<file path="config.mk">
export PLATFORM = sky130hd
export DESIGN_NAME = serial_companding_control_reg
export DESIGN_NICKNAME = d
export VERILOG_FILES = /design/src/serial_companding_control_reg.sv
export VERILOG_INCLUDE_DIRS = /design/src
export SDC_FILE = /design/constraint.sdc
export NUM_CORES = 1
export LEC_CHECK = 0
export ABC_AREA = 0
export ABC_CLOCK_PERIOD_IN_PS = 3500
export BUFFER_PORTS_ARGS = -buffer_cell sky130_fd_sc_hd__buf_4
export CORE_MARGIN = 1
export CORE_UTILIZATION = 56
export CTS_CLUSTER_SIZE = 25
export DETAILED_ROUTE_END_ITERATION = 10
export GPL_ROUTABILITY_DRIVEN = 0
export PLACE_DENSITY = 0.95
export SKIP_LAST_GASP = 1
export SLEW_MARGIN = 40
export SYNTH_ARGS = -nofsm -noshare
export SYNTH_HDL_FRONTEND = slang
export SYNTH_SLANG_ARGS = --single-unit
export TNS_END_PERCENT = 30
</file>
<file path="constraint.sdc">
create_clock -name i_clk_sys -period 3.5 [get_ports i_clk_sys]
set_clock_uncertainty 0.2 [all_clocks]
set_input_delay 0.35 -clock i_clk_sys [delete_from_list [all_inputs] [get_ports i_clk_sys]]
set_output_delay 0.35 -clock i_clk_sys [all_outputs]
set_load 0.01 [all_outputs]
</file>
<file path="src/sccr_regs.svh">
// Constants for the serial companding control word.
// Assumes inclusion by the design file and its package users.
`ifndef SCCR_REGS_SVH
`define SCCR_REGS_SVH
`define SCCR_PORT_LOWER      3'h0
`define SCCR_PORT_UPPER      3'h1
`define SCCR_FLAG_LSB        0
`define SCCR_FLAG_MSB        3
`define SCCR_MASK_LSB        4
`define SCCR_MASK_MSB        7
`define SCCR_BIT_UPPER_EN    8
`define SCCR_BIT_EXT_FRAME   9
`define SCCR_BIT_USER_OUT    10
`define SCCR_BIT_COMP_MODE   11
`define SCCR_COMP_EN_LSB     12
`define SCCR_COMP_EN_MSB     13
`define SCCR_BIT_ALAW        14
`define SCCR_BIT_SCLK_OUT    15
`define SCCR_MOD_LSB         0
`define SCCR_MOD_MSB         7
`define SCCR_PRE_LSB         8
`define SCCR_PRE_MSB         11
`define SCCR_BIT_LONG_PULSE  12
`define SCCR_IOC_LSB         13
`define SCCR_IOC_MSB         14
`define SCCR_UPPER_WMASK     16'h7FFF
`define SCCR_LOWER_RST       16'h0000
`define SCCR_UPPER_RST       16'h0000
`define SCCR_TWOS_COMP_UPPER 16'h6CBE
`define SCCR_RST_MIN_CYC     5
`define SCCR_IRQ_VECTOR      12'h002
`define SCCR_PC_RESET        12'h000
`define SCCR_FRAME_SRC       3
`define SCCR_LONG_PULSE_LAST 8'h07
`define SCCR_SHORT_PULSE_LAST 8'h00
`endif

</file>
<file path="src/serial_companding_control_reg.sv">
// Serial companding control word with reset and interrupt entry control.
// Assumes a core issuing port writes/reads on i_clk_sys; pins are asynchronous.
// How it works
// RULE_01: Reset held low five cycles halts execution and zeroes the program counter.
// RULE_02: Software branches from address zero to its init routine.
// RULE_03: Saturation mode, global mask, pointers keep their values through reset.
// RULE_04: Thirty-two bit control word; lower half port 0, upper half port 1.
// RULE_05: Bits 3..0 flags, 7..4 masks, bit 8 upper-half write enable.
// RULE_06: Bits 9..15 framing, output latch, companding fields and clock direction.
// RULE_07: Upper half holds modulus, prescale, pulse width; reserved bits stay zero.
// RULE_08: Port 1 writes reach upper half only while bit 8 set.
// RULE_09: Serial clock pin is input while bit 15 is zero.
// RULE_10: Writing one to a flag clears it.
// RULE_11: Frame counter divides serial clock by programmed modulus; the code divides by the modulus plus one.
// RULE_12: Pulse width bit selects short or long framing pulse.
// RULE_13: Upper value 6CBE selects two's complement companding, 16-bit coprocessor mode.
// RULE_14: Software spaces transmit write and receive read by one instruction.
// RULE_15: Internal framing sets framing flag on every pulse regardless of mask.
// RULE_16: Software writes bits 29 and 30 explicitly.
// RULE_17: Active interrupt source pin sets its flag.
// RULE_18: Four unmasked flags feed one shared pending bit.
// RULE_19: Taking interrupt clears pending, sets mask, pushes PC, loads address 2.
// RULE_20: Writing zero leaves a flag; set mask lets flag raise pending.
`timescale 1ns/100ps
`include "sccr_regs.svh"
package sccr_pkg;
   typedef enum logic [1:0] {
      SCCR_RUN   = 2'b00,
      SCCR_RESET = 2'b01
   } sccr_state_t;
endpackage : sccr_pkg

module serial_companding_control_reg (
   input  wire logic        i_clk_sys,
   input  wire logic        i_rst_n,
   input  wire logic        i_reset_low_pin_n,
   input  wire logic        i_port_wr,
   input  wire logic        i_port_rd,
   input  wire logic [2:0]  i_port_addr,
   input  wire logic [15:0] i_port_wdata,
   input  wire logic        i_irq_take,
   input  wire logic [11:0] i_pc,
   input  wire logic        i_set_global_mask,
   input  wire logic        i_clr_global_mask,
   input  wire logic        i_external_irq_pin_n,
   input  wire logic        i_rx_sync_input_n,
   input  wire logic        i_tx_sync_input_n,
   input  wire logic        i_sclk_tick,
   output logic [15:0]      o_port_rdata,
   output logic [15:0]      o_control_lower,
   output logic [15:0]      o_control_upper,
   output logic             o_halt,
   output logic             o_pc_load,
   output logic [11:0]      o_pc_value,
   output logic             o_push_pc,
   output logic [11:0]      o_push_value,
   output logic             o_irq_pending_bit,
   output logic             o_global_irq_mask,
   output logic             o_sclk_oe,
   output logic             o_user_output_latch,
   output logic             o_sync_pulse,
   output logic             o_twos_comp_mode
);
   logic [2:0]  sync1_reg;
   logic [2:0]  sync2_reg;
   logic [2:0]  sync3_reg;
   logic        rst1_reg;
   logic        rst2_reg;
   logic [2:0]  rst_cnt_reg;
   sccr_pkg::sccr_state_t state_reg;
   logic [15:0] lower_reg;
   logic [15:0] upper_reg;
   logic [7:0]  frame_cnt_reg;
   logic [7:0]  pulse_cnt_reg;
   logic [3:0]  flag_next;
   logic [3:0]  src_edge;
   logic        frame_tick;
   logic        wr_lower;
   logic        wr_upper;
   logic [3:0]  act_now;
   logic [3:0]  act_prev_reg;
   logic        pend_event;

   function automatic logic [3:0] sccr_active(input logic [3:0] f, input logic [3:0] m);
      sccr_active = f & m;
   endfunction : sccr_active

   assign wr_lower = i_port_wr && (i_port_addr == `SCCR_PORT_LOWER);
   assign wr_upper = i_port_wr && (i_port_addr == `SCCR_PORT_UPPER)
                     && lower_reg[`SCCR_BIT_UPPER_EN]; // RULE_08
   assign frame_tick = i_sclk_tick && (frame_cnt_reg == upper_reg[`SCCR_MOD_MSB:`SCCR_MOD_LSB]);
   // Pending raised once per newly active flag
   assign act_now    = sccr_active(lower_reg[`SCCR_FLAG_MSB:`SCCR_FLAG_LSB],
                                   lower_reg[`SCCR_MASK_MSB:`SCCR_MASK_LSB]);
   assign pend_event = |(act_now & ~act_prev_reg); // RULE_18 RULE_20

   // Pin synchronisers
   always_ff @(posedge i_clk_sys) begin
      if (!i_rst_n) begin
         sync1_reg <= 3'h0;
         sync2_reg <= 3'h0;
         sync3_reg <= 3'h0;
         rst1_reg  <= 1'b1;
         rst2_reg  <= 1'b1;
      end else begin
         sync1_reg <= {~i_tx_sync_input_n, ~i_rx_sync_input_n, ~i_external_irq_pin_n};
         sync2_reg <= sync1_reg;
         sync3_reg <= sync2_reg;
         rst1_reg  <= i_reset_low_pin_n;
         rst2_reg  <= rst1_reg;
      end
   end

   assign src_edge = {frame_tick && !lower_reg[`SCCR_BIT_EXT_FRAME], sync2_reg & ~sync3_reg}; // RULE_15 RULE_17

   // Reset pin qualification
   always_ff @(posedge i_clk_sys) begin
      if (!i_rst_n) begin
         rst_cnt_reg <= 3'h0;
         state_reg   <= sccr_pkg::SCCR_RUN;
      end else begin
         case (state_reg)
            sccr_pkg::SCCR_RUN: begin
               if (rst2_reg) begin
                  rst_cnt_reg <= 3'h0;
               end else if (rst_cnt_reg == 3'(`SCCR_RST_MIN_CYC - 1)) begin
                  state_reg <= sccr_pkg::SCCR_RESET; // RULE_01
               end else begin
                  rst_cnt_reg <= rst_cnt_reg + 3'h1;
               end
            end
            sccr_pkg::SCCR_RESET: begin
               rst_cnt_reg <= 3'h0;
               if (rst2_reg) begin
                  state_reg <= sccr_pkg::SCCR_RUN;
               end
            end
            default: state_reg <= sccr_pkg::SCCR_RUN;
         endcase
      end
   end

   // Flags: set wins over write-one clear
   always_comb begin
      flag_next = lower_reg[`SCCR_FLAG_MSB:`SCCR_FLAG_LSB];
      if (wr_lower) begin
         flag_next = flag_next & ~i_port_wdata[`SCCR_FLAG_MSB:`SCCR_FLAG_LSB]; // RULE_10 RULE_20
      end
      flag_next = flag_next | src_edge; // RULE_17
   end

   // Control word
   always_ff @(posedge i_clk_sys) begin
      if (!i_rst_n || state_reg == sccr_pkg::SCCR_RESET) begin
         lower_reg <= `SCCR_LOWER_RST;
         upper_reg <= `SCCR_UPPER_RST;
      end else begin
         lower_reg[`SCCR_FLAG_MSB:`SCCR_FLAG_LSB] <= flag_next;
         if (wr_lower) begin
            lower_reg[15:`SCCR_MASK_LSB] <= i_port_wdata[15:`SCCR_MASK_LSB]; // RULE_04 RULE_05 RULE_06
         end
         if (wr_upper) begin
            upper_reg <= i_port_wdata & `SCCR_UPPER_WMASK; // RULE_07
         end
      end
   end

   // Frame counter and sync pulse
   always_ff @(posedge i_clk_sys) begin
      if (!i_rst_n || state_reg == sccr_pkg::SCCR_RESET) begin
         frame_cnt_reg <= 8'h00;
         pulse_cnt_reg <= 8'h00;
         o_sync_pulse  <= 1'b0;
      end else begin
         if (i_sclk_tick) begin
            frame_cnt_reg <= frame_tick ? 8'h00 : frame_cnt_reg + 8'h01; // RULE_11
         end
         if (frame_tick) begin
            o_sync_pulse  <= 1'b1;
            pulse_cnt_reg <= upper_reg[`SCCR_BIT_LONG_PULSE] ? `SCCR_LONG_PULSE_LAST
                                                             : `SCCR_SHORT_PULSE_LAST; // RULE_12
         end else if (i_sclk_tick && o_sync_pulse) begin
            if (pulse_cnt_reg == `SCCR_SHORT_PULSE_LAST) begin
               o_sync_pulse <= 1'b0;
            end else begin
               pulse_cnt_reg <= pulse_cnt_reg - 8'h01;
            end
         end
      end
   end

   // Interrupt entry and global mask; mask is not touched by reset
   always_ff @(posedge i_clk_sys) begin
      if (!i_rst_n || state_reg == sccr_pkg::SCCR_RESET) begin
         o_irq_pending_bit <= 1'b0;
         o_push_pc         <= 1'b0;
         o_push_value      <= `SCCR_PC_RESET;
         act_prev_reg      <= 4'h0;
      end else begin
         o_push_pc    <= i_irq_take && o_irq_pending_bit; // RULE_19
         o_push_value <= i_pc;
         act_prev_reg <= act_now;
         if (pend_event) begin
            o_irq_pending_bit <= 1'b1; // RULE_18 RULE_20
         end else if (i_irq_take) begin
            o_irq_pending_bit <= 1'b0; // RULE_19
         end
      end
   end

   always_ff @(posedge i_clk_sys) begin
      if (i_irq_take || i_set_global_mask) begin
         o_global_irq_mask <= 1'b1; // RULE_19 RULE_03
      end else if (i_clr_global_mask) begin
         o_global_irq_mask <= 1'b0;
      end
   end

   // Program counter control and outputs
   always_ff @(posedge i_clk_sys) begin
      if (!i_rst_n) begin
         o_halt      <= 1'b0;
         o_pc_load   <= 1'b0;
         o_pc_value  <= `SCCR_PC_RESET;
         o_port_rdata <= 16'h0000;
      end else begin
         o_halt <= (state_reg == sccr_pkg::SCCR_RESET); // RULE_01
         if (state_reg == sccr_pkg::SCCR_RESET) begin
            o_pc_load  <= 1'b1;
            o_pc_value <= `SCCR_PC_RESET; // RULE_01
         end else if (i_irq_take && o_irq_pending_bit) begin
            o_pc_load  <= 1'b1;
            o_pc_value <= `SCCR_IRQ_VECTOR; // RULE_19
         end else begin
            o_pc_load  <= 1'b0;
         end
         if (i_port_rd) begin
            o_port_rdata <= (i_port_addr == `SCCR_PORT_LOWER) ? lower_reg :
                            (i_port_addr == `SCCR_PORT_UPPER) ? upper_reg : 16'h0000;
         end
      end
   end

   always_ff @(posedge i_clk_sys) begin
      if (!i_rst_n) begin
         o_control_lower     <= `SCCR_LOWER_RST;
         o_control_upper     <= `SCCR_UPPER_RST;
         o_sclk_oe           <= 1'b0;
         o_user_output_latch <= 1'b0;
         o_twos_comp_mode    <= 1'b0;
      end else begin
         o_control_lower     <= lower_reg;
         o_control_upper     <= upper_reg;
         o_sclk_oe           <= lower_reg[`SCCR_BIT_SCLK_OUT]; // RULE_09
         o_user_output_latch <= lower_reg[`SCCR_BIT_USER_OUT];
         o_twos_comp_mode    <= (upper_reg == `SCCR_TWOS_COMP_UPPER); // RULE_13
      end
   end
endmodule : serial_companding_control_reg

</file>
* Word-level counts from Yosys, hierarchy flattened *
Cells that the tools add are included.

operators by class
  $add $sub $neg = 3
  equal/unequal tests = 10
  muxes and demuxes = 22
  bitwise operators = 12
  reduce and logical (&&, ||, !) cells = 24

operator list
  cell                  count
  $mux 8                4
  $mux 16               1
  $eq 15x15->1 const B  1
  $mux 15               1
  $and 4x4->4           3
  $mux 3                3
  $add 8x1->8 const B   1
  $eq 8x8->1            1
  $logic_not 8->1       1
  $ne 2x2->1 const B    4
  $not 4->4             2
  $reduce_bool 2->1     4
  $sub 8x1->8 const B   1
  $logic_and 1x1->1     7
  $mux 1                7
  $mux 2                3
  $pmux 3 s2            1
  $reduce_and 2->1      3
  $mux 4                1
  $not 1->1             4
  $or 4x4->4            1
  $pmux 2 s2            1
  $reduce_or 4->1       1
  $add 3x1->3 const B   1
  12 further kinds      14

storage, ports and cells
  register bits after elaboration = 136
  input bits = 43
  output and inout port bits = 81
  logic and storage cells = 98

* Logic depth before layout (Yosys ltp) *
Gate-level depths: netlist of the first run.

  word-level depth = 4
  mapped depth = 6
  depth with buffers taken out = 6

* Least setup slack after synthesis of the first run *
OpenSTA, ideal clock, no wires.

  path kind = reg2reg
  from = register pulse_cnt_reg[0]
  to = register pulse_cnt_reg[5]
  setup time = 0.117 ns
  arrival = 1.376 ns
  required time = 3.183 ns
  slack = 1.806 ns
  stages on the path, launching flop included = 7
  path buffers = 0
  period minus slack after synthesis = 1.694 ns
  cells stage by stage = dfxtp_1 inv_1 ha_1 nor2b_1 a2111oi_1 xnor2_1 nor2_1

between the ends
  cells in the longest elaborated chain, start to end = 4
  elaborated cells on any way between the ends = 7
  classes of those cells = add/sub: 1; eq/ne: 1; mux: 3; reduce/logical: 2

RTL lines
  what                    line                                  text
  from (decl)             serial_companding_control_reg.sv:74   logic [7:0] pulse_cnt_reg;
  from (signal assigned)  serial_companding_control_reg.sv:180  pulse_cnt_reg <= upper_reg[`SCCR_BIT_LONG_PULSE] ? `SCCR_LONG_PULSE_LAST
  from (signal assigned)  serial_companding_control_reg.sv:186  pulse_cnt_reg <= pulse_cnt_reg - 8'h01;
  $sub 8x1->8             serial_companding_control_reg.sv:186
  $mux 8                  serial_companding_control_reg.sv:183  if (pulse_cnt_reg == `SCCR_SHORT_PULSE_LAST) begin
  $mux 8                  serial_companding_control_reg.sv:182  end else if (i_sclk_tick && o_sync_pulse) begin
  $mux 8                  serial_companding_control_reg.sv:178  if (frame_tick) begin

Several ways; a longest one is shown, not always the timed one. The select of a mux whose other input is x is not followed.
A chain may end at the register's enable or synchronous reset.

* Worst setup path after layout of the first run *
  from = register upper_reg[7]
  to = register frame_cnt_reg[0]

between the ends
  cells in the longest elaborated chain, start to end = 3

RTL lines
  what                    line                                  text
  from (decl)             serial_companding_control_reg.sv:72   logic [15:0] upper_reg;
  from (signal assigned)  serial_companding_control_reg.sv:156  upper_reg <= `SCCR_UPPER_RST;
  from (signal assigned)  serial_companding_control_reg.sv:163  upper_reg <= i_port_wdata & `SCCR_UPPER_WMASK;
  $eq 8x8->1              serial_companding_control_reg.sv:91   assign frame_tick = i_sclk_tick && (frame_cnt_reg == upper_reg[`SCCR_MOD_MSB:`SCCR_MOD_LSB]);
  $logic_and 1x1->1       serial_companding_control_reg.sv:91
  $mux 8                  serial_companding_control_reg.sv:176  frame_cnt_reg <= frame_tick ? 8'h00 : frame_cnt_reg + 8'h01;
  to (signal assigned)    serial_companding_control_reg.sv:176
  to (decl)               serial_companding_control_reg.sv:73   logic [7:0] frame_cnt_reg;

No other way between the ends.

==> impl_metrics.env, run 1 <==
export IMPL_synthAdderAreaFrac_pct=1.29
export IMPL_clk_latency_ns=0.52
export IMPL_ir_worst_vdd_v=0.000319
export IMPL_synthCells=506
export IMPL_avgSynthCellArea_um2=9.55
export IMPL_rsz0062_at_grt="no"
export IMPL_slew_violations=0
export IMPL_dieHeight_um=94.9
export IMPL_synth_top_family_by_area="simple AND/OR/NAND/NOR gates"
export IMPL_clkTransAtPathRegs_ns=0.06
export IMPL_syn_to_final_growth_pct=37.1
export IMPL_finalHoldViolCount=0
export IMPL_antenna_found_initial=0
export IMPL_muxShareOfSynthArea_pct=0.440
export IMPL_crit_type="flop to flop"
export IMPL_fin_crit_ns=2.16
export IMPL_synth_seq_cells=133
export IMPL_core_area_um2=8300
export IMPL_ys_seq_area_share_pct=55.1
export IMPL_ios=124
export IMPL_placed_area_um2=5680
export IMPL_worst_slew_pin_slew_ns=0.629
export IMPL_synth_simple_area_share_pct=22.6
export IMPL_maxSlewHeadroom_pct=58.0
export IMPL_grt_use_total_pct=31.7
export IMPL_endpoint_kind="flop"
export IMPL_drc_errors=0
export IMPL_hpwl_mm=7.52
export IMPL_nFillCells=451
export IMPL_first_global_vias=4256
export IMPL_ant_nets=0
export IMPL_leakagePower_uw=0.00288
export IMPL_numCtsBuffers=17
export IMPL_post_route_period_util_pct=61.8
export IMPL_wl_per_cell_um=18.1
export IMPL_crit_path_max_incr_delay_ns=0.54
export IMPL_grt_pass1_wl_mm=21.2
export IMPL_cts_max_level=4
export IMPL_start_util_pct=58.2
export IMPL_netlist_area_um2=4830
export IMPL_cts_root_buffer="clkbuf_8"
export IMPL_cp_max_fo=7
export IMPL_crit_slowest_cell="o31ai_2"
export IMPL_nNetsFinal=698
export IMPL_drtIter0Drc=396
export IMPL_critPathLaunchType="flop"
export IMPL_setup_violations=0
export IMPL_worstPathCellList="xnor2_1 -> nand4_1 -> o31ai_2 -> buf_4 -> o22ai_1"
export IMPL_postCtsSetupBuffers=0
export IMPL_p_per_area_nw_per_um2=540
export IMPL_port_buffers=111
export IMPL_clock_path_buffers=2
export IMPL_arrival_ns=2.36
export IMPL_dieArea_um2=9000
export IMPL_fin_tns_setup_ns=0
export IMPL_yosys_warnings=0
export IMPL_grt_overflow_total=0
export IMPL_hold_class="primary input to flop"
export IMPL_synthXorXnorAreaFrac_pct=3.81
export IMPL_synth_compound_area_share_pct=11.9
export IMPL_cts_tree="built"
export IMPL_stdcell_area_um2=6620
export IMPL_viasPerCell=5.72
export IMPL_routed_wl_mm=13.9
export IMPL_diodes=0
export IMPL_first_pass_iters=7
export IMPL_maxCapViolCount=0
export IMPL_die_x_um=94.9
export IMPL_yosys_cell_types_count=47
export IMPL_status="completed"
export IMPL_max_freq_mhz=463
export IMPL_required_ns=3.70
export IMPL_drive_gt1_share_pct=23.6
export IMPL_grt_max_degree=63
export IMPL_multi_input_comb_area_um2=1990
export IMPL_rows=33
export IMPL_cts_sinks=133
export IMPL_regArea_um2=2660
export IMPL_vias=4389
==> cell usage in the layout, fill, tap and decap left out, drive strengths merged, types with 3 or more instances in the layout <==
cell and n:
dfxtp 133, buf 117, nand2 90, and2 50, a21oi 37, dlygate4sd3 36
nor2 26, xnor2 18, clkbuf 17, a22oi 15, o211a 15, conb 12
nor2b 9, inv 8, clkinv 8, nand2b 6, nor3 6, nand4 5
ha 5, nand3 4, a211oi 4, xor2 3, o22ai 3, bufinv 3
a2111oi 3, nor4 3, o21ai 3
==> kinds of logic after synthesis <==
logic type	Yosys count
fa+ha+maj	5
xor+xnor	21
other cells	1
compound gates	84
mux	2
flops	133
simple gates	214
buf+inv	46
==> layer usage <==
metal / up-vias / track usage [%] / share of wire, %
met1: 2045 / 36.1 / 37
met2: 307 / 52.7 / 49
met4: 0 / 18.2 / 4.4
li1: 1951 / - / -
met5: - / 0 / 0
met3: 86 / 9.58 / 10
==> Yosys cell counts (all sizes together) <==
cell	count	area share, %
nor2	26	2.0
a2111oi	3	0.72
o21ai	3	0.31
and3	2	0.26
mux2	1	0.23
o22ai	3	0.39
a21boi	1	0.16
a22oi	15	2.3
o311ai	1	0.18
nand2b	6	0.78
a211oi	4	0.62
inv	7	0.54
nand4b	1	0.18
clkbuf	19	1.5
nor3b	2	0.41
buf	20	2.7
nand4bb	2	0.47
mux2i	1	0.21
nor4	3	0.70
nand4	5	0.65
or4	2	0.31
nor3	6	0.72
nand3b	1	0.16
nand3	4	0.41
or2	1	0.13
nor4b	2	0.49
nor2b	9	1.2
xnor2	18	3.3
conb	1	0.078
or3	2	0.26
xor2	3	0.54
nand2	90	7.0
a21oi	37	3.8
and2	50	6.5
a31oi	1	0.13
o31ai	1	0.16
dfxtp	133	55
ha	5	1.3
o211a	15	3.1
==> power by group <==
| part | internal (uW) | switching, uW | leakage (uW) |
|---|---|---|---|
| sequential | 1550 | 28.4 | 0.00108 |
| combinational | 126 | 124 | 0.00152 |
| clock | 1080 | 671 | 0.000283 |
| total | 2750 | 823 | 0.00288 |
==> final timing paths <==
| kind | slack [ns] | cells after the start | startpoint | endpoint |
|---|---|---|---|---|
| setup / recovery | 1.34 | 5 | upper_reg[7] | frame_cnt_reg[0] |
| hold / removal | 0.08 | 3 | i_port_rd | o_port_rdata[15] |
| setup reg to reg | 1.34 | 5 | upper_reg[7] | frame_cnt_reg[0] |
| hold reg to reg | 0.21 | 1 | rst1_reg | rst2_reg |
==> critical path, delay by kind of cell (launching register included) <==
| family | cells | cell delay [ns] |
|---|---|---|
| buf+inv | 1 | 0.26 |
| compound gates | 2 | 0.63 |
| xor+xnor | 1 | 0.21 |
| flops | 1 | 0.47 |
| simple gates | 1 | 0.27 |
==> stage by stage <==
stage                     hold WS, ns  instances  total power (uW)  setup slack [ns]  util [%]
after CTS                      0.0614        767              3560              1.28      79.7
after detailed placement        0.199        700              1820              1.18      68.4
after floorplan                 0.186        517              1720              1.81         -
after global routing           0.0639        767              3670              1.28      79.8
final                          0.0804        767              3580              1.34      79.8
after global placement          0.196        700              1810              1.45      68.4
==> timing repair <==
| item | 4_1_cts | 5_1_grt |
|---|---|---|
| hold buffers | 36 | 0 |
| gates resized for setup | 0 | 0 |
| endpoints found under the hold margin | 51 | 0 |
==> layout make-up <==
cell class,instances,share of cell area [%]
flip-flops and latches,133,40.2
multi-input cells,338,30.0
repair buffers,153,18.7
clock buffers,17,6.25
clock inverters,14,2.44
well taps,105,1.98
inverters,7,0.397
Power figures use the tool's default switching activity.
==> run 2: changes to the inputs <==
ABC_AREA = 1   (was 0)
ABC_CLOCK_PERIOD_IN_PS = 2200   (was 3500)
CORE_UTILIZATION = 53   (was 56)
PLACE_DENSITY = 0.9   (was 0.95)
clock period = 2.2 ns   (was 3.5 ns; I/O delays follow)
==> run 2 against run 1 <==
Against the previous run:
- register-to-register slack lost 0.94 ns
- highest routed layer unchanged
- largest cell class unchanged
- cell count up 23%
- non-clock buffer count grew 17
- count of clock-buffer cells in the layout is the same
- total power is 63% higher
- combinational power is 100% higher
- via count increased by 12%
- first-iteration DRC count grew 1.5%
- wire length grew 3.1%
- final area increased by 6.5%
- flip-flop and latch count is the same
==> impl_metrics.env, run 2 <==
export IMPL_status="completed"
export IMPL_worst_path_most_repeated_cell="dlygate4sd3_1"
export IMPL_core_area_um2=9280
export IMPL_p_per_area_nw_per_um2=829
export IMPL_arrival_ns=2.27
export IMPL_ir_worst_vdd_v=0.000531
export IMPL_clock_path_buffers=2
export IMPL_rsz0062_at_grt="no"
export IMPL_port_buffers=111
export IMPL_post_route_period_util_pct=93.6
export IMPL_syn_to_final_growth_pct=38.6
export IMPL_ios=124
export IMPL_nNetsFinal=848
export IMPL_synth_edff_count=0
export IMPL_p_total_uw=5850
export IMPL_die_x_um=100
export IMPL_critPathLaunchType="primary input"
export IMPL_dieHeight_um=100
export IMPL_yosys_cell_types_count=40
export IMPL_setup_ws_ns=0.141
export IMPL_cp_max_fo=18
export IMPL_power_frac_comb_pct=8.8
export IMPL_final_common_cell="dfxtp_1"
export IMPL_ant_nets=0
export IMPL_crit_slowest_cell="dlygate4sd3_1"
export IMPL_grt_use_total_pct=29.3
export IMPL_routed_wl_mm=14.3
export IMPL_synth_commonest_cells="133 x dfxtp_1, 116 x nand2_1, 94 x inv_1"
export IMPL_hpwl_mm=9.06
export IMPL_internal_power_uw=4450
export IMPL_grt_max_degree=33
export IMPL_maxCapViolCount=0
export IMPL_drc_errors=0
export IMPL_wl_per_cell_um=15.2
export IMPL_avgSynthCellArea_um2=7.99
export IMPL_endpoint_kind="flop"
export IMPL_start_util_pct=54.8
export IMPL_stdcell_area_um2=7050
export IMPL_cts_root_buffer="clkbuf_8"
export IMPL_synthCells=637
export IMPL_worstPathCellList="dlygate4sd3_1 -> buf_4 -> clkinv_2 -> nand2_1 -> nor2_4 -> nand3_2 -> o21ai_0 -> dlygate4sd3_1 -> nor2_1"
export IMPL_netlist_area_um2=5090
export IMPL_hold_class="primary input to flop"
export IMPL_crit_type="primary input to flop"
export IMPL_drive_gt1_share_pct=22.5
export IMPL_yosysMostFrequentCell="dfxtp_1"
export IMPL_diodes=0
export IMPL_cts_sinks=133
export IMPL_vias=4928
export IMPL_switching_share_pct=23.9
export IMPL_cts_max_level=4
export IMPL_nFillCells=620
export IMPL_synth_seq_cells=133
export IMPL_required_ns=2.41
export IMPL_yosys_warnings=0
export IMPL_synth_top_area_share_pct=52.3
export IMPL_fin_tns_setup_ns=0
export IMPL_placed_area_um2=5970
export IMPL_dpl_worst_slack_ns=0.466
export IMPL_clkTransAtPathRegs_ns=0.06
export IMPL_final_cell_mix="133 x dfxtp_1, 123 x buf_4, 116 x nand2_1, 94 x inv_1, 71 x nor2_1"
export IMPL_max_freq_mhz=486
export IMPL_synth_flop_cell="dfxtp_1"
export IMPL_fin_hold_ws_ns=0.0363
export IMPL_first_global_vias=4864
export IMPL_finalHoldViolCount=0
export IMPL_numCtsBuffers=17
export IMPL_cts_tree="built"
export IMPL_ys_async_sr_fraction_pct=0
export IMPL_dieArea_um2=10000
export IMPL_setup_violations=0
export IMPL_grt_pass1_wl_mm=22.6
export IMPL_drtIter0Drc=402
export IMPL_synthTopCellsByArea="dfxtp_1 52%, nand2_1 8.6%, inv_1 6.9%"
export IMPL_clockPowerShare_pct=47.9
export IMPL_p_seq_share_pct=43.3
export IMPL_multi_input_comb_area_um2=1860
export IMPL_regArea_um2=2660
export IMPL_clk_latency_ns=0.51
export IMPL_antenna_found_initial=0
export IMPL_yosys_area_top_type="dfxtp_1"
export IMPL_leakagePower_uw=0.00336
export IMPL_power_switching_uw=1400
export IMPL_grt_overflow_total=0
export IMPL_crit_path_max_incr_delay_ns=0.58
export IMPL_slew_violations=0
export IMPL_fin_crit_ns=2.06
export IMPL_first_pass_iters=5
export IMPL_rows=35
export IMPL_viasPerCell=5.23
export IMPL_ys_seq_area_share_pct=52.3
-- run 2: cell count changes after synthesis, moves of 26 or more --
cell | previous run | this run
nand3_1 | 4 | 30
inv_1 | 7 | 94
nor2_1 | 26 | 71
nand2_1 | 90 | 116
and2_1 | 50 | 0
o21ai_0 | 2 | 38
-- run 2: final cells by class --
cell class              count  area share (%)
repair buffers            170            19.8
flip-flops and latches    133            37.8
clock buffers              17            5.87
inverters                 100            5.34
multi-input cells         378            26.4
well taps                 129            2.29
clock inverters            15            2.54
-- run 2: power by group through the flow --
stage / combinational [uW] / sequential, uW / clock, uW
after detailed placement: 426 / 2580 / 0
after CTS: 496 / 2530 / 2810
after floorplan: 249 / 2590 / 0
final: 513 / 2530 / 2800
after global routing: 560 / 2540 / 2920
after global placement: 407 / 2580 / 0
-- run 2: logic make-up after synthesis --
| logic type | after synthesis | synth area share (%) |
|---|---|---|
| AO/OA/AOI/OAI | 95 | 10.5 |
| XOR/XNOR | 9 | 1.55 |
| adder cells (fa/ha/maj) | 5 | 1.23 |
| buffers and inverters | 137 | 11.9 |
| flip-flops | 133 | 52.3 |
| other | 1 | 0.0737 |
| AND/OR/NAND/NOR | 257 | 22.5 |
-- run 2: what timing repair did --
action	in CTS	in global routing
gates resized for setup	0	1
hold buffers	47	0
hold endpoints to repair	85	0
setup endpoints to repair	0	1
setup buffers	0	2
-- run 2: worst paths after layout --
path / from / endpoint / slack, ns / depth (start not counted)
worst min-delay path: i_port_addr[0] / o_port_rdata[3] / 0.04 / 5
worst max-delay path: i_port_addr[1] / upper_reg[14] / 0.14 / 9
worst min register to register: sync1_reg[2] / sync2_reg[2] / 0.21 / 2
worst max register to register: state_reg[0] / upper_reg[14] / 0.40 / 5
-- run 2: per-stage QoR --
step           std cells  util (%)
3_5_place_dp         861      64.3
6_report             942      76.0
4_1_cts              940      75.8
3_3_place_gp         861      64.3
2_1_floorplan        648         -
5_1_grt              942      76.0
-- run 2: routing by layer --
| metal | GRT usage, % | vias to the layer above | routed length (um) |
|---|---|---|---|
| li1 | - | 2306 | - |
| met1 | 32.2 | 2234 | 5280 |
| met2 | 52.8 | 327 | 7140 |
| met3 | 7.24 | 61 | 1320 |
| met4 | 14.5 | 0 | 576 |
| met5 | 0 | - | 0 |
-- run 2: worst max-delay path: cells and delay by family --
kind / cells / cell delay [ns]
AOI/OAI and AO/OA: 1 / 0.18
buffers and inverters: 4 / 1.45
and+or+nand+nor: 4 / 0.42
==> run 3: changes to the inputs <==
REMOVE_ABC_BUFFERS = 1   (was unset)
==> run 3 against run 2 <==
Against the previous run:
- clock power barely moved
- core utilization down 0.27 points
- die area is the same
- total power grew 0.27%
- worst hold slack better by 0.0060 ns
- flip-flop and latch count unchanged
- first-iteration DRC count shrank 16%
- sequential power about the same
- critical endpoint is now o_port_rdata[13]
- largest power group unchanged
- highest routed layer unchanged
==> impl_metrics.env, run 3 (synthesis gave the netlist of run 2 again) <==
export IMPL_status="completed"
export IMPL_numCtsBuffers=17
export IMPL_p_per_area_nw_per_um2=834
export IMPL_crit_path_max_incr_delay_ns=0.57
export IMPL_grt_overflow_total=0
export IMPL_crit_slowest_cell="dlygate4sd3_1"
export IMPL_clock_path_buffers=2
export IMPL_routed_wl_mm=14.3
export IMPL_required_ns=2.45
export IMPL_critical_path_buf_inv_count=5
export IMPL_drive_gt1_share_pct=22.2
export IMPL_p_total_uw=5860
export IMPL_rsz0062_at_grt="no"
export IMPL_cts_root_buffer="clkbuf_8"
export IMPL_internal_power_uw=4500
export IMPL_worst_slew_pin_slew_ns=0.538
export IMPL_grt_pass1_wl_mm=22.7
export IMPL_nNetsFinal=844
export IMPL_hold_path_end="lower_reg[1]"
export IMPL_min_path_cells=7
export IMPL_arrival_ns=2.32
export IMPL_max_freq_mhz=484
export IMPL_vias=4915
export IMPL_nFillCells=607
export IMPL_cts_tree="built"
export IMPL_wl_per_cell_um=15.2
export IMPL_reg2reg_depth=8
export IMPL_dp_cells=860
export IMPL_endpoint_kind="flop"
export IMPL_grt_max_degree=56
export IMPL_grt_use_total_pct=29.4
export IMPL_p_seq_share_pct=43.1
export IMPL_fin_tns_setup_ns=0
export IMPL_finalNonFillerCells=937
export IMPL_regArea_um2=2660
export IMPL_dpl_worst_slack_ns=0.272
export IMPL_cts_sinks=133
export IMPL_dieHeight_um=100
export IMPL_power_switching_uw=1360
export IMPL_maxCapViolCount=0
export IMPL_slew_violations=0
export IMPL_path_delay_family="buffers and inverters"
export IMPL_reg2reg_setup_slack_ns=0.40
export IMPL_rows=35
export IMPL_core_area_um2=9280
export IMPL_power_frac_comb_pct=8.8
export IMPL_antenna_found_initial=0
export IMPL_maxSlewHeadroom_pct=64.1
export IMPL_setup_violations=0
export IMPL_drc_errors=0
export IMPL_switching_share_pct=23.2
export IMPL_start_util_pct=54.8
export IMPL_viasPerCell=5.25
export IMPL_clkTransAtPathRegs_ns=0.06
export IMPL_min_delay_start="i_port_addr[0]"
export IMPL_worstPathCellList="dlygate4sd3_1 -> buf_4 -> inv_4 -> nand2_1 -> nor2_4 -> buf_4 -> nand2_1 -> a31oi_1 -> dlygate4sd3_1"
export IMPL_clockPowerShare_pct=48.1
export IMPL_post_route_period_util_pct=94.0
export IMPL_final_cell_mix="133 x dfxtp_1, 120 x buf_4, 116 x nand2_1, 94 x inv_1, 71 x nor2_1"
export IMPL_port_buffers=111
export IMPL_cts_max_level=4
export IMPL_fin_crit_ns=2.07
export IMPL_die_x_um=100
export IMPL_first_global_vias=4908
export IMPL_ios=124
export IMPL_rr_startpoint="pulse_cnt_reg[0]"
export IMPL_syn_to_final_growth_pct=38.1
export IMPL_r2r_end="pulse_cnt_reg[6]"
export IMPL_ant_nets=0
export IMPL_finalHoldViolCount=0
export IMPL_hold_class="primary input to flop"
export IMPL_crit_type="primary input to flop"
export IMPL_cp_max_fo=18
export IMPL_multi_input_comb_area_um2=1860
export IMPL_final_common_cell="dfxtp_1"
export IMPL_drtIter0Drc=338
export IMPL_hpwl_mm=8.64
export IMPL_leakagePower_uw=0.00335
export IMPL_first_pass_iters=6
export IMPL_diodes=0
export IMPL_dieArea_um2=10000
export IMPL_clk_latency_ns=0.51
export IMPL_ir_worst_vdd_v=0.000843
export IMPL_critPathLaunchType="primary input"
export IMPL_setup_ws_ns=0.133
export IMPL_fin_util_pct=75.7
## run 3: power groups by stage
stage	combinational, uW	clock (uW)	sequential [uW]
floorplan	198	0	2590
detailed placement	427	0	2580
global route	557	2930	2530
global placement	409	0	2570
CTS	499	2820	2530
finish	516	2820	2530
## run 3: what timing repair did
item / 4_1_cts / 5_1_grt
resized for setup: 0 / 3
hold buffers: 46 / 0
endpoints found under the hold margin: 74 / 0
endpoints found under the setup margin: 0 / 2
buffers inserted: 0 / 0
## run 3: cell type report
type / instances / area share [%]
Sequential cell: 133 / 37.9
Multi-Input combinational cell: 378 / 26.5
Timing Repair Buffer: 166 / 19.4
Clock buffer: 20 / 6.34
Inverter: 100 / 5.43
Tap cell: 129 / 2.30
Clock inverter: 11 / 2.14
## run 3: how the worst max path moves through the flow
stage                               from                to  slack, ns  cells after the start
after detailed placement  i_port_addr[1]      upper_reg[2]       0.27                      8
after floorplan           i_port_addr[1]      upper_reg[2]       0.49                      7
after CTS                 i_port_addr[1]  o_port_rdata[13]       0.12                      9
after global routing      i_port_addr[1]  o_port_rdata[13]       0.03                      9
final                     i_port_addr[1]  o_port_rdata[13]       0.13                      9
after global placement    i_port_addr[1]      upper_reg[2]       0.36                      8
## run 3: metrics by stage
step                hold slack, ns  instance area, um2
detailed placement           0.178                5960
global route                0.0316                7030
global placement             0.179                5960
floorplan                   0.0924                4900
CTS                         0.0225                7020
finish                      0.0423                7030
## run 3: per-layer routing
layer,track usage [%],part of all wire (%),vias to the layer above
li1,-,-,2292
met1,30.4,36,2236
met2,54.2,51,331
met3,7.80,9.0,56
met4,15.5,4.2,0
met5,0,0,-
## run 3: tightest hold or removal path, stage by stage
cell and delay [ns]:
buf_4 0.11, nor2_4 0.04, nand2_1 0.07, nor2_2 0.07
nand2_1 0.05, nand2_1 0.04, a21oi_1 0.10
